**src/hdl/bbfe_pkg.sv**
```systemverilog
package bbfe_pkg;

    // ************************************************************
    // Register map (byte addresses)
    // ************************************************************
    localparam logic [7:0] OFF_INSTR = 8'h00;
    localparam logic [7:0] OFF_FLAGS = 8'h04;
    localparam logic [7:0] OFF_PC = 8'h08;
    localparam logic [7:0] OFF_WREG = 8'h0C;
    localparam logic [7:0] OFF_STAT = 8'h20;
    // I/O registers sit at 8'h10..8'h1C, one word each
    localparam logic [3:0] IO_PAGE = 4'h1;
    localparam int IO_REGS = 4;
    localparam logic [2:0] HSIZE_WORD = 3'h2;

    // ************************************************************
    // Instruction word fields
    // ************************************************************
    localparam int OP_LSB = 0;
    localparam int OP_MSB = 5;
    localparam int BIT_LSB = 8;
    localparam int BIT_MSB = 10;
    localparam int OFS_LSB = 16;
    localparam int OFS_MSB = 23;
    localparam int IOS_MSB = 17;

    // ************************************************************
    // Flag positions in the processor flag word
    // ************************************************************
    localparam logic [2:0] FLAG_C = 3'h0;
    localparam logic [2:0] FLAG_Z = 3'h1;
    localparam logic [2:0] FLAG_N = 3'h2;
    localparam logic [2:0] FLAG_V = 3'h3;
    localparam logic [2:0] FLAG_S = 3'h4;
    localparam logic [2:0] FLAG_H = 3'h5;
    localparam logic [2:0] FLAG_T = 3'h6;
    localparam logic [2:0] FLAG_I = 3'h7;

    // ************************************************************
    // Reset values and steps
    // ************************************************************
    localparam logic [31:0] INSTR_RST = 32'h0000_0000;
    localparam logic [7:0] FLAGS_RST = 8'h00;
    localparam logic [15:0] PC_RST = 16'h0000;
    localparam logic [7:0] WREG_RST = 8'h00;
    localparam logic [7:0] IO_RST = 8'h00;
    localparam logic [15:0] PC_STEP = 16'h0001;

    // ************************************************************
    // Operations and states
    // ************************************************************
    typedef enum logic [5:0] {
        OP_NOP = 6'h00,
        OP_JUMP_IF_LOWER = 6'h01,
        OP_JUMP_IF_NEGATIVE = 6'h02,
        OP_JUMP_IF_POSITIVE = 6'h03,
        OP_JUMP_IF_SIGNED_GE = 6'h04,
        OP_JUMP_IF_SIGNED_LT = 6'h05,
        OP_JUMP_IF_HALFCARRY_SET = 6'h06,
        OP_JUMP_IF_HALFCARRY_CLEAR = 6'h07,
        OP_JUMP_IF_TRANSFER_SET = 6'h08,
        OP_JUMP_IF_TRANSFER_CLEAR = 6'h09,
        OP_JUMP_IF_OVERFLOW = 6'h0A,
        OP_IO_BIT_WRITE_ONE = 6'h0B,
        OP_IO_BIT_WRITE_ZERO = 6'h0C,
        OP_LOGICAL_SHIFT_UP = 6'h0D,
        OP_LOGICAL_SHIFT_DOWN = 6'h0E,
        OP_CARRY_ROTATE_UP = 6'h0F,
        OP_CARRY_ROTATE_DOWN = 6'h10,
        OP_ARITH_SHIFT_DOWN = 6'h11,
        OP_FLAG_BIT_RAISE = 6'h12,
        OP_FLAG_BIT_DROP = 6'h13,
        OP_REG_BIT_TO_TRANSFER = 6'h14,
        OP_TRANSFER_TO_REG_BIT = 6'h15,
        OP_CARRY_RAISE = 6'h16,
        OP_CARRY_DROP = 6'h17,
        OP_NEG_RAISE = 6'h18,
        OP_NEG_DROP = 6'h19,
        OP_ZERO_RAISE = 6'h1A,
        OP_ZERO_DROP = 6'h1B,
        OP_OVF_RAISE = 6'h1C,
        OP_OVF_DROP = 6'h1D,
        OP_IRQ_GLOBAL_ON = 6'h1E,
        OP_IRQ_GLOBAL_OFF = 6'h1F,
        OP_SIGN_RAISE = 6'h20,
        OP_SIGN_DROP = 6'h21,
        OP_TRANSFER_RAISE = 6'h22,
        OP_TRANSFER_DROP = 6'h23,
        OP_HALF_RAISE = 6'h24,
        OP_HALF_DROP = 6'h25
    } bbfe_op_t;

    typedef enum logic [1:0] {
        S_IDLE = 2'b00,
        S_EXEC = 2'b01,
        S_SECOND = 2'b10
    } bbfe_state_t;

endpackage : bbfe_pkg

```
**src/hdl/bbfe_core.sv**
```systemverilog
// Function
// - Branch: one clock skipped, two taken
// - Lower branch taken when carry set
// - Negative branch taken when N set
// - Positive branch taken when N clear
// - Signed branches test N xor V
// - Half-carry branches test H flag
// - Transfer branches test T flag
// - Overflow branch taken when V set
// - I/O bit set, two clocks, flags kept
// - I/O bit clear, two clocks, flags kept
// - Logical shift up, zero in, flags
// - Logical shift down, zero in bit7
// - Rotate up through carry, one clock
// - Rotate down through carry, one clock
// - Arithmetic shift down keeps bit 7
// - Flag raise/drop touches only chosen bit
// - Register bit copied into T flag
// - T flag copied into register bit
// - Dedicated C,N,Z,V,I set and clear
// - Dedicated S,T,H set and clear
module bbfe_core (
    // Clock and reset
    input wire logic clock,
    input wire logic srst,
    // AHB-Lite slave
    input wire logic hsel,
    input wire logic [31:0] haddr,
    input wire logic [1:0] htrans,
    input wire logic hwrite,
    input wire logic [2:0] hsize,
    input wire logic hready,
    input wire logic [31:0] hwdata,
    output logic [31:0] hrdata,
    output logic hreadyout,
    output logic hresp,
    // Execution status
    output logic busy
);

    // ************************************************************
    // State
    // ************************************************************
    bbfe_pkg::bbfe_state_t state;
    logic [31:0] instr;
    logic [15:0] pc;
    logic [7:0] flags;
    logic [7:0] wreg;
    logic [7:0] ioReg [bbfe_pkg::IO_REGS];
    logic lastTaken;
    logic dPend;
    logic dWrite;
    logic [7:0] dAddr;
    logic wasBusy;

    // ************************************************************
    // Decode
    // ************************************************************
    bbfe_pkg::bbfe_op_t op;
    logic [2:0] bitSel;
    logic [7:0] offs;
    logic [1:0] ioSel;
    logic isBranch;
    logic branchHit;
    logic [15:0] targetPc;
    logic twoCycle;
    logic commit;

    function automatic logic branchCond(input bbfe_pkg::bbfe_op_t o, input logic [7:0] f);
        case (o)
            bbfe_pkg::OP_JUMP_IF_LOWER: branchCond = f[bbfe_pkg::FLAG_C];
            bbfe_pkg::OP_JUMP_IF_NEGATIVE: branchCond = f[bbfe_pkg::FLAG_N];
            bbfe_pkg::OP_JUMP_IF_POSITIVE: branchCond = !f[bbfe_pkg::FLAG_N];
            bbfe_pkg::OP_JUMP_IF_SIGNED_GE: branchCond = !(f[bbfe_pkg::FLAG_N] ^ f[bbfe_pkg::FLAG_V]);
            bbfe_pkg::OP_JUMP_IF_SIGNED_LT: branchCond = f[bbfe_pkg::FLAG_N] ^ f[bbfe_pkg::FLAG_V];
            bbfe_pkg::OP_JUMP_IF_HALFCARRY_SET: branchCond = f[bbfe_pkg::FLAG_H];
            bbfe_pkg::OP_JUMP_IF_HALFCARRY_CLEAR: branchCond = !f[bbfe_pkg::FLAG_H];
            bbfe_pkg::OP_JUMP_IF_TRANSFER_SET: branchCond = f[bbfe_pkg::FLAG_T];
            bbfe_pkg::OP_JUMP_IF_TRANSFER_CLEAR: branchCond = !f[bbfe_pkg::FLAG_T];
            bbfe_pkg::OP_JUMP_IF_OVERFLOW: branchCond = f[bbfe_pkg::FLAG_V];
            default: branchCond = 1'h0;
        endcase
    endfunction : branchCond

    assign op = bbfe_pkg::bbfe_op_t'(instr[bbfe_pkg::OP_MSB:bbfe_pkg::OP_LSB]);
    assign bitSel = instr[bbfe_pkg::BIT_MSB:bbfe_pkg::BIT_LSB];
    assign offs = instr[bbfe_pkg::OFS_MSB:bbfe_pkg::OFS_LSB];
    assign ioSel = instr[bbfe_pkg::IOS_MSB:bbfe_pkg::OFS_LSB];
    assign isBranch = (op >= bbfe_pkg::OP_JUMP_IF_LOWER) && (op <= bbfe_pkg::OP_JUMP_IF_OVERFLOW);
    assign branchHit = isBranch && branchCond(op, flags);
    assign targetPc = pc + {{8{offs[7]}}, offs} + bbfe_pkg::PC_STEP;
    assign twoCycle = branchHit || (op == bbfe_pkg::OP_IO_BIT_WRITE_ONE)
        || (op == bbfe_pkg::OP_IO_BIT_WRITE_ZERO);
    assign commit = ((state == bbfe_pkg::S_EXEC) && !twoCycle) || (state == bbfe_pkg::S_SECOND);

    // ************************************************************
    // Shifter
    // ************************************************************
    logic isShift;
    logic shiftUp;
    logic [7:0] shRes;
    logic shC;
    logic shN;
    logic [7:0] shFlags;

    assign isShift = (op >= bbfe_pkg::OP_LOGICAL_SHIFT_UP) && (op <= bbfe_pkg::OP_ARITH_SHIFT_DOWN);
    assign shiftUp = (op == bbfe_pkg::OP_LOGICAL_SHIFT_UP) || (op == bbfe_pkg::OP_CARRY_ROTATE_UP);
    assign shRes = (op == bbfe_pkg::OP_LOGICAL_SHIFT_UP) ? {wreg[6:0], 1'h0}
        : (op == bbfe_pkg::OP_LOGICAL_SHIFT_DOWN) ? {1'h0, wreg[7:1]}
        : (op == bbfe_pkg::OP_CARRY_ROTATE_UP) ? {wreg[6:0], flags[bbfe_pkg::FLAG_C]}
        : (op == bbfe_pkg::OP_CARRY_ROTATE_DOWN) ? {flags[bbfe_pkg::FLAG_C], wreg[7:1]}
        : {wreg[7], wreg[7:1]};
    // bit 7 or bit 0 leaves into carry
    assign shC = shiftUp ? wreg[7] : wreg[0];
    assign shN = shRes[7];
    // Only Z, C, N and V move; S, H, T and I hold
    assign shFlags = {flags[7:4], shN ^ shC, shN, shRes == 8'h00, shC};

    // ************************************************************
    // Flag operations
    // ************************************************************
    logic isDedicated;
    logic isFlagOp;
    logic [2:0] fBit;
    logic fVal;
    logic [7:0] flagMask;

    function automatic logic [2:0] dedBit(input bbfe_pkg::bbfe_op_t o);
        case (o)
            bbfe_pkg::OP_CARRY_RAISE, bbfe_pkg::OP_CARRY_DROP: dedBit = bbfe_pkg::FLAG_C;
            bbfe_pkg::OP_NEG_RAISE, bbfe_pkg::OP_NEG_DROP: dedBit = bbfe_pkg::FLAG_N;
            bbfe_pkg::OP_ZERO_RAISE, bbfe_pkg::OP_ZERO_DROP: dedBit = bbfe_pkg::FLAG_Z;
            bbfe_pkg::OP_OVF_RAISE, bbfe_pkg::OP_OVF_DROP: dedBit = bbfe_pkg::FLAG_V;
            bbfe_pkg::OP_IRQ_GLOBAL_ON, bbfe_pkg::OP_IRQ_GLOBAL_OFF: dedBit = bbfe_pkg::FLAG_I;
            bbfe_pkg::OP_SIGN_RAISE, bbfe_pkg::OP_SIGN_DROP: dedBit = bbfe_pkg::FLAG_S;
            bbfe_pkg::OP_TRANSFER_RAISE, bbfe_pkg::OP_TRANSFER_DROP: dedBit = bbfe_pkg::FLAG_T;
            default: dedBit = bbfe_pkg::FLAG_H;
        endcase
    endfunction : dedBit

    assign isDedicated = (op >= bbfe_pkg::OP_CARRY_RAISE) && (op <= bbfe_pkg::OP_HALF_DROP);
    assign isFlagOp = isDedicated || (op == bbfe_pkg::OP_FLAG_BIT_RAISE)
        || (op == bbfe_pkg::OP_FLAG_BIT_DROP);
    // same path for S, T and H
    assign fBit = isDedicated ? dedBit(op) : bitSel;
    // Dedicated raise codes are even, drop codes odd
    assign fVal = (op == bbfe_pkg::OP_FLAG_BIT_RAISE) || (isDedicated && !op[0]);
    assign flagMask = 8'h01 << fBit;

    // ************************************************************
    // Next architectural values
    // ************************************************************
    logic [7:0] next_flags;
    logic [7:0] next_wreg;
    logic [15:0] next_pc;

    always_comb begin
        next_flags = flags;
        next_wreg = wreg;
        next_pc = pc + bbfe_pkg::PC_STEP;
        if (branchHit) begin
            next_pc = targetPc;
        end
        // shifts update Z, C, N, V
        if (isShift) begin
            next_wreg = shRes;
            next_flags = shFlags;
        end
        if (isFlagOp) begin
            next_flags = fVal ? (flags | flagMask) : (flags & ~flagMask);
        end
        if (op == bbfe_pkg::OP_REG_BIT_TO_TRANSFER) begin
            next_flags[bbfe_pkg::FLAG_T] = wreg[bitSel];
        end
        if (op == bbfe_pkg::OP_TRANSFER_TO_REG_BIT) begin
            next_wreg[bitSel] = flags[bbfe_pkg::FLAG_T];
        end
    end

    // ************************************************************
    // Bus slave
    // ************************************************************
    logic addrOk;
    logic busWr;
    logic launch;

    function automatic logic [31:0] readMux(input logic [7:0] a);
        readMux = 32'h0000_0000;
        if (a == bbfe_pkg::OFF_INSTR) begin
            readMux = instr;
        end else if (a == bbfe_pkg::OFF_FLAGS) begin
            readMux = {24'h00_0000, flags};
        end else if (a == bbfe_pkg::OFF_PC) begin
            readMux = {16'h0000, pc};
        end else if (a == bbfe_pkg::OFF_WREG) begin
            readMux = {24'h00_0000, wreg};
        end else if (a == bbfe_pkg::OFF_STAT) begin
            readMux = {30'h0000_0000, lastTaken, busy};
        end else if ((a[7:4] == bbfe_pkg::IO_PAGE) && (a[1:0] == 2'h0)) begin
            readMux = {24'h00_0000, ioReg[a[3:2]]};
        end
    endfunction : readMux

    assign busy = (state != bbfe_pkg::S_IDLE);
    assign hresp = 1'h0;
    // Extra stall cycle after a commit lets hrdata pick up the new state
    assign hreadyout = !(dPend && (busy || wasBusy));
    assign addrOk = hsel && hready && htrans[1] && (hsize == bbfe_pkg::HSIZE_WORD);
    assign busWr = dPend && dWrite && hreadyout;
    assign launch = busWr && (dAddr == bbfe_pkg::OFF_INSTR);

    always_ff @(posedge clock) begin
        if (srst) begin
            dPend <= 1'h0;
            dWrite <= 1'h0;
            dAddr <= 8'h00;
        end else if (hready) begin
            dPend <= addrOk;
            dWrite <= hwrite;
            dAddr <= haddr[7:0];
        end
    end

    always_ff @(posedge clock) begin
        if (srst) begin
            hrdata <= 32'h0000_0000;
        end else if (addrOk && !hwrite) begin
            hrdata <= readMux(haddr[7:0]);
        end else if (dPend && !dWrite && !hreadyout) begin
            hrdata <= readMux(dAddr);
        end
    end

    // ************************************************************
    // Sequencer
    // ************************************************************
    always_ff @(posedge clock) begin
        if (srst) begin
            state <= bbfe_pkg::S_IDLE;
            wasBusy <= 1'h0;
        end else begin
            wasBusy <= busy;
            case (state)
                bbfe_pkg::S_IDLE: state <= launch ? bbfe_pkg::S_EXEC : bbfe_pkg::S_IDLE;
                bbfe_pkg::S_EXEC: state <= twoCycle ? bbfe_pkg::S_SECOND : bbfe_pkg::S_IDLE;
                bbfe_pkg::S_SECOND: state <= bbfe_pkg::S_IDLE;
                default: state <= bbfe_pkg::S_IDLE;
            endcase
        end
    end

    always_ff @(posedge clock) begin
        if (srst) begin
            instr <= bbfe_pkg::INSTR_RST;
            lastTaken <= 1'h0;
        end else if (launch) begin
            instr <= hwdata;
        end else if (state == bbfe_pkg::S_EXEC) begin
            lastTaken <= branchHit;
        end
    end

    // Commit and bus writes never meet: writes stall while busy
    always_ff @(posedge clock) begin
        if (srst) begin
            flags <= bbfe_pkg::FLAGS_RST;
            wreg <= bbfe_pkg::WREG_RST;
            pc <= bbfe_pkg::PC_RST;
        end else if (commit) begin
            flags <= next_flags;
            wreg <= next_wreg;
            pc <= next_pc;
        end else if (busWr) begin
            if (dAddr == bbfe_pkg::OFF_FLAGS) begin
                flags <= hwdata[7:0];
            end
            if (dAddr == bbfe_pkg::OFF_WREG) begin
                wreg <= hwdata[7:0];
            end
            if (dAddr == bbfe_pkg::OFF_PC) begin
                pc <= hwdata[15:0];
            end
        end
    end

    // ************************************************************
    // I/O registers
    // ************************************************************
    for (genvar i = 0; i < bbfe_pkg::IO_REGS; i++) begin : gIo
        logic hitBus;
        logic hitExec;
        assign hitBus = busWr && (dAddr[7:4] == bbfe_pkg::IO_PAGE) && (dAddr[3:2] == 2'(i))
            && (dAddr[1:0] == 2'h0);
        assign hitExec = (state == bbfe_pkg::S_SECOND) && !isBranch && (ioSel == 2'(i));
        always_ff @(posedge clock) begin
            if (srst) begin
                ioReg[i] <= bbfe_pkg::IO_RST;
            end else if (hitExec) begin
                ioReg[i][bitSel] <= (op == bbfe_pkg::OP_IO_BIT_WRITE_ONE);
            end else if (hitBus) begin
                ioReg[i] <= hwdata[7:0];
            end
        end
    end
endmodule : bbfe_core

```
**config.mk**
```make
export PLATFORM = sky130hd
export DESIGN_NAME = bbfe_core
export DESIGN_NICKNAME = d
export VERILOG_FILES = /design/src/hdl/bbfe_pkg.sv /design/src/hdl/bbfe_core.sv
export SDC_FILE = /design/constraint.sdc
export NUM_CORES = 1
export LEC_CHECK = 0
export BUFFER_PORTS_ARGS = -buffer_cell sky130_fd_sc_hd__buf_4
export CORE_MARGIN = 1.5
export CORE_UTILIZATION = 38
export DETAILED_ROUTE_END_ITERATION = 16
export MAX_ROUTING_LAYER = met4
export PLACE_DENSITY = 0.65
export SETUP_SLACK_MARGIN = 0.2
export SYNTH_ARGS = -nofsm -noshare
export SYNTH_HDL_FRONTEND = slang
export SYNTH_SLANG_ARGS = --single-unit
```
**constraint.sdc**
```tcl
create_clock -name clock -period 7.35 [get_ports clock]
set_input_delay 0.735 -clock clock [delete_from_list [all_inputs] [get_ports clock]]
set_output_delay 0.735 -clock clock [all_outputs]
set_load 0.01 [all_outputs]
```
==> Implementation_results.wiki <==
{| class="wikitable"
! Metric !! Value
|-
| Status || complete, no violations
|-
| Max transition margin || 0.116
|-
| TritonCTS buffer count || 17
|-
| Critical Path Fanout Max || 33
|-
| Number of nets still failing antenna checks after routing || 0
|-
| Count of state elements after synthesis || 147
|-
| First-pass GRT wire length || 47400 µm
|-
| Required time at the worst-slack endpoint || 7.72 ns
|-
| Total I/O pin count || 109
|-
| Number of design-rule violations left by the first detailed-router iteration || 978
|-
| Final Hold Violating Endpoints || 0
|-
| Routed length per placed instance || 19.8 µm
|-
| Yosys warns || 0
|-
| Slew Limit Fails || 0
|-
| CTS tree || done
|-
| Initial core utilization || 0.391
|-
| Post-cts gate resize count || 0
|-
| Average cell area after synthesis || 8.04 µm²
|-
| Post-synthesis cell type count || 75
|-
| Gr usage total || 0.241
|-
| Clk sinks || 147
|-
| Buffers added on ports || 82
|-
| Number of synthesized flops with an enable pin || 32
|-
| Row Count || 57
|-
| Share of synthesized area occupied by flip-flops and latches || 0.342
|-
| Clock slew at the register clock pins of the worst setup and hold paths || 0.07 ns
|-
| Routability congestion estimate || 0.941
|-
| Data arrival at the endpoint of the critical path || 3.99 ns
|-
| Number of cells produced by synthesis || 1188
|-
| Number of global-route vias before repair || 8613
|-
| Most used flip-flop cell after synthesis || sky130_fd_sc_hd__dfxtp_1
|-
| Cts hold-fix bufs || 0
|-
| Final setup skew || 0.0111 ns
|-
| Via-per-instance ratio || 6.02
|-
| Setup Total Neg Slack || 0 ns
|-
| Leakage power total || 0.00382 µW
|-
| Worst vdd rail ir drop || 0.107 mV
|-
| First-pass iteration count of the detailed router || 5
|-
| Endpoints failing setup || 0
|-
| Worst hold-check slack || 0.454 ns
|-
| Pin count of the biggest net entering global routing || 64
|-
| Total half-perimeter wirelength after legalization and detailed placement || 21300 µm
|-
| Die W || 162 µm
|-
| Class of the tightest hold or removal check || register to register
|-
| Area of the placeable core || 0.0245 mm²
|-
| Net count, final || 1298
|-
| Clock latency at the later pin of the worst-skew pair || 0.44 ns
|-
| Time the worst path needs with I/O delays and setup || 3.62 ns
|-
| Cell at the root of the clock tree || sky130_fd_sc_hd__clkbuf_16
|-
| Overflow left after global routing || 0
|-
| Clk buf depth || 2
|-
| Final wirelength || 30500 µm
|-
| Number of antenna violations at the first check in global routing || 0
|-
| Period Utilization, post-route || 0.493
|-
| Syn_nets || 1279
|-
| Slew at the pin with the worst max-slew slack || 1.32 ns
|-
| Area growth syn-to-layout || 13.4%
|-
| Setup repair after global routing missed its margin || no
|-
| Top achievable clock speed || 276 MHz
|-
| Die area || 0.0261 mm²
|-
| Die outline height || 162 µm
|-
| Count of vias placed by the detailed router || 9291
|-
| P per Cell Area || 172 mW/mm²
|-
| Dpl ws || 3.85 ns
|-
| Post-Syn Area || 0.00955 mm²
|-
| Fraction of layout instances using a drive strength above 1 || 0.134
|-
| Critical Path Source Type || register
|-
| DRC violation count after routing || 0
|-
| Maximum level of the CTS H-tree || 4
|-
| Antenna cells || 0
|-
| Worst setup path category || register to register
|-
| Max-capacitance violation count || 0
|-
| Critical Path End Type || register
|-
| Reg2Reg Setup Slack || 3.73 ns
|-
| Post-CTS repair timing setup buffer count || 0
|-
| Post-route setup slack || 3.73 ns
|-
| Share of flip-flops with an asynchronous set or reset || 0
|}
## worst max-delay path, cell delays in order (launching register included)
cell	delay [ns]
sky130_fd_sc_hd__dfxtp_1	0.88
sky130_fd_sc_hd__nor4b_1	0.15
sky130_fd_sc_hd__a2bb2o_4	0.25
sky130_fd_sc_hd__or4_1	0.62
sky130_fd_sc_hd__a21o_1	0.64
sky130_fd_sc_hd__nor2_1	0.51
sky130_fd_sc_hd__mux2_2	0.38
sky130_fd_sc_hd__a21oi_1	0.12
## state kept, by name (all words and copies together), names as in the netlist, named ones only
signal,count
dAddr,8
dPend,1
dWrite,1
flags,4
hrdata,32
instr,32
ioReg,32
lastTaken,1
pc,16
state,2
wasBusy,1
wreg,8
## synth_stat cells, drive strengths merged (13+ instances only)
| master | instances | area [µm²] |
|---|---|---|
| a211oi | 33 | 248 |
| a21oi | 107 | 558 |
| a22oi | 13 | 97.6 |
| buf | 33 | 201 |
| clkbuf | 60 | 228 |
| dfxtp | 115 | 2300 |
| edfxtp | 32 | 961 |
| ha | 16 | 200 |
| inv | 17 | 63.8 |
| mux2i | 41 | 410 |
| mux4 | 17 | 383 |
| nand2 | 192 | 721 |
| nand2b | 20 | 125 |
| nand3 | 44 | 220 |
| nor2 | 106 | 405 |
| nor3 | 20 | 105 |
| o211ai | 13 | 97.6 |
| o21ai | 96 | 480 |
| xnor2 | 17 | 149 |
| xor2 | 15 | 131 |
## final cells by class
type                            instances  area, µm²
Clock buffer                           18        439
Fill cell                            2427      13600
Tap cell                              324        405
Clock inverter                         14        165
Sequential cell                       147       3260
Multi-Input combinational cell        931       5800
Inverter                               17       63.8
Timing Repair Buffer                   93        698
## power breakdown
part | internal, µW | switching (µW)
registers | 833 | 9.91
clock network | 495 | 408
logic | 47.1 | 74.0
## worst paths after layout
kind,cells after the start,start,end
worst min-delay path,2,hrdata[24]$_SDFFE_PP0P_,hrdata[24]$_SDFFE_PP0P_
worst min register to register,2,hrdata[24]$_SDFFE_PP0P_,hrdata[24]$_SDFFE_PP0P_
worst max-delay path,7,instr[1]$_SDFFE_PP0P_,flags[4]$_SDFFE_PP0P_
worst max register to register,7,instr[1]$_SDFFE_PP0P_,flags[4]$_SDFFE_PP0P_
## cell families (layout without fill, tap and decap cells)
family	Yosys count	in the layout	synth area share
XOR/XNOR	32	32	0.0293
AND/OR/NAND/NOR	461	461	0.229
adder cells (fa/ha/maj)	17	17	0.0231
multiplexers	59	59	0.0842
AO/OA/AOI/OAI	361	361	0.241
other	1	1	0.000393
buffers and inverters	110	142	0.0516
flip-flops	147	147	0.342
## layer usage
layer / routed length (µm) / share of wire / global-route usage / vias to the layer above
met5: 0 / 0 / - / -
met4: 1110 / 0.036 / 0.107 / 0
met3: 2520 / 0.083 / 0.0521 / 76
met2: 13700 / 0.45 / 0.362 / 436
met1: 13200 / 0.43 / 0.311 / 4396
li1: - / - / - / 4383
## cell usage in the layout, fill, tap and decap left out, drive strengths merged, types with 18 or more instances in the layout
cell type / Yosys / final
nand2: 192 / 192
edfxtp: 32 / 32
o21ai: 96 / 96
nor3: 20 / 20
nand2b: 20 / 20
a21oi: 107 / 107
a211oi: 33 / 33
clkbuf: 60 / 18
buf: 33 / 93
inv: 17 / 25
nor2: 106 / 106
nand3: 44 / 44
mux2i: 41 / 41
dfxtp: 115 / 115
## per-stage QoR
stage / std cells / area (µm²) / power [µW] / util
after CTS: 1544 / 10800 / 1880 / 0.443
after floorplan: 1188 / 9550 / 932 / -
final: 1544 / 10800 / 1870 / 0.443
after global routing: 1544 / 10800 / 1920 / 0.443
after detailed placement: 1512 / 10200 / 981 / 0.418
after global placement: 1512 / 10200 / 980 / 0.418
(Power assumes the default switching activity.)
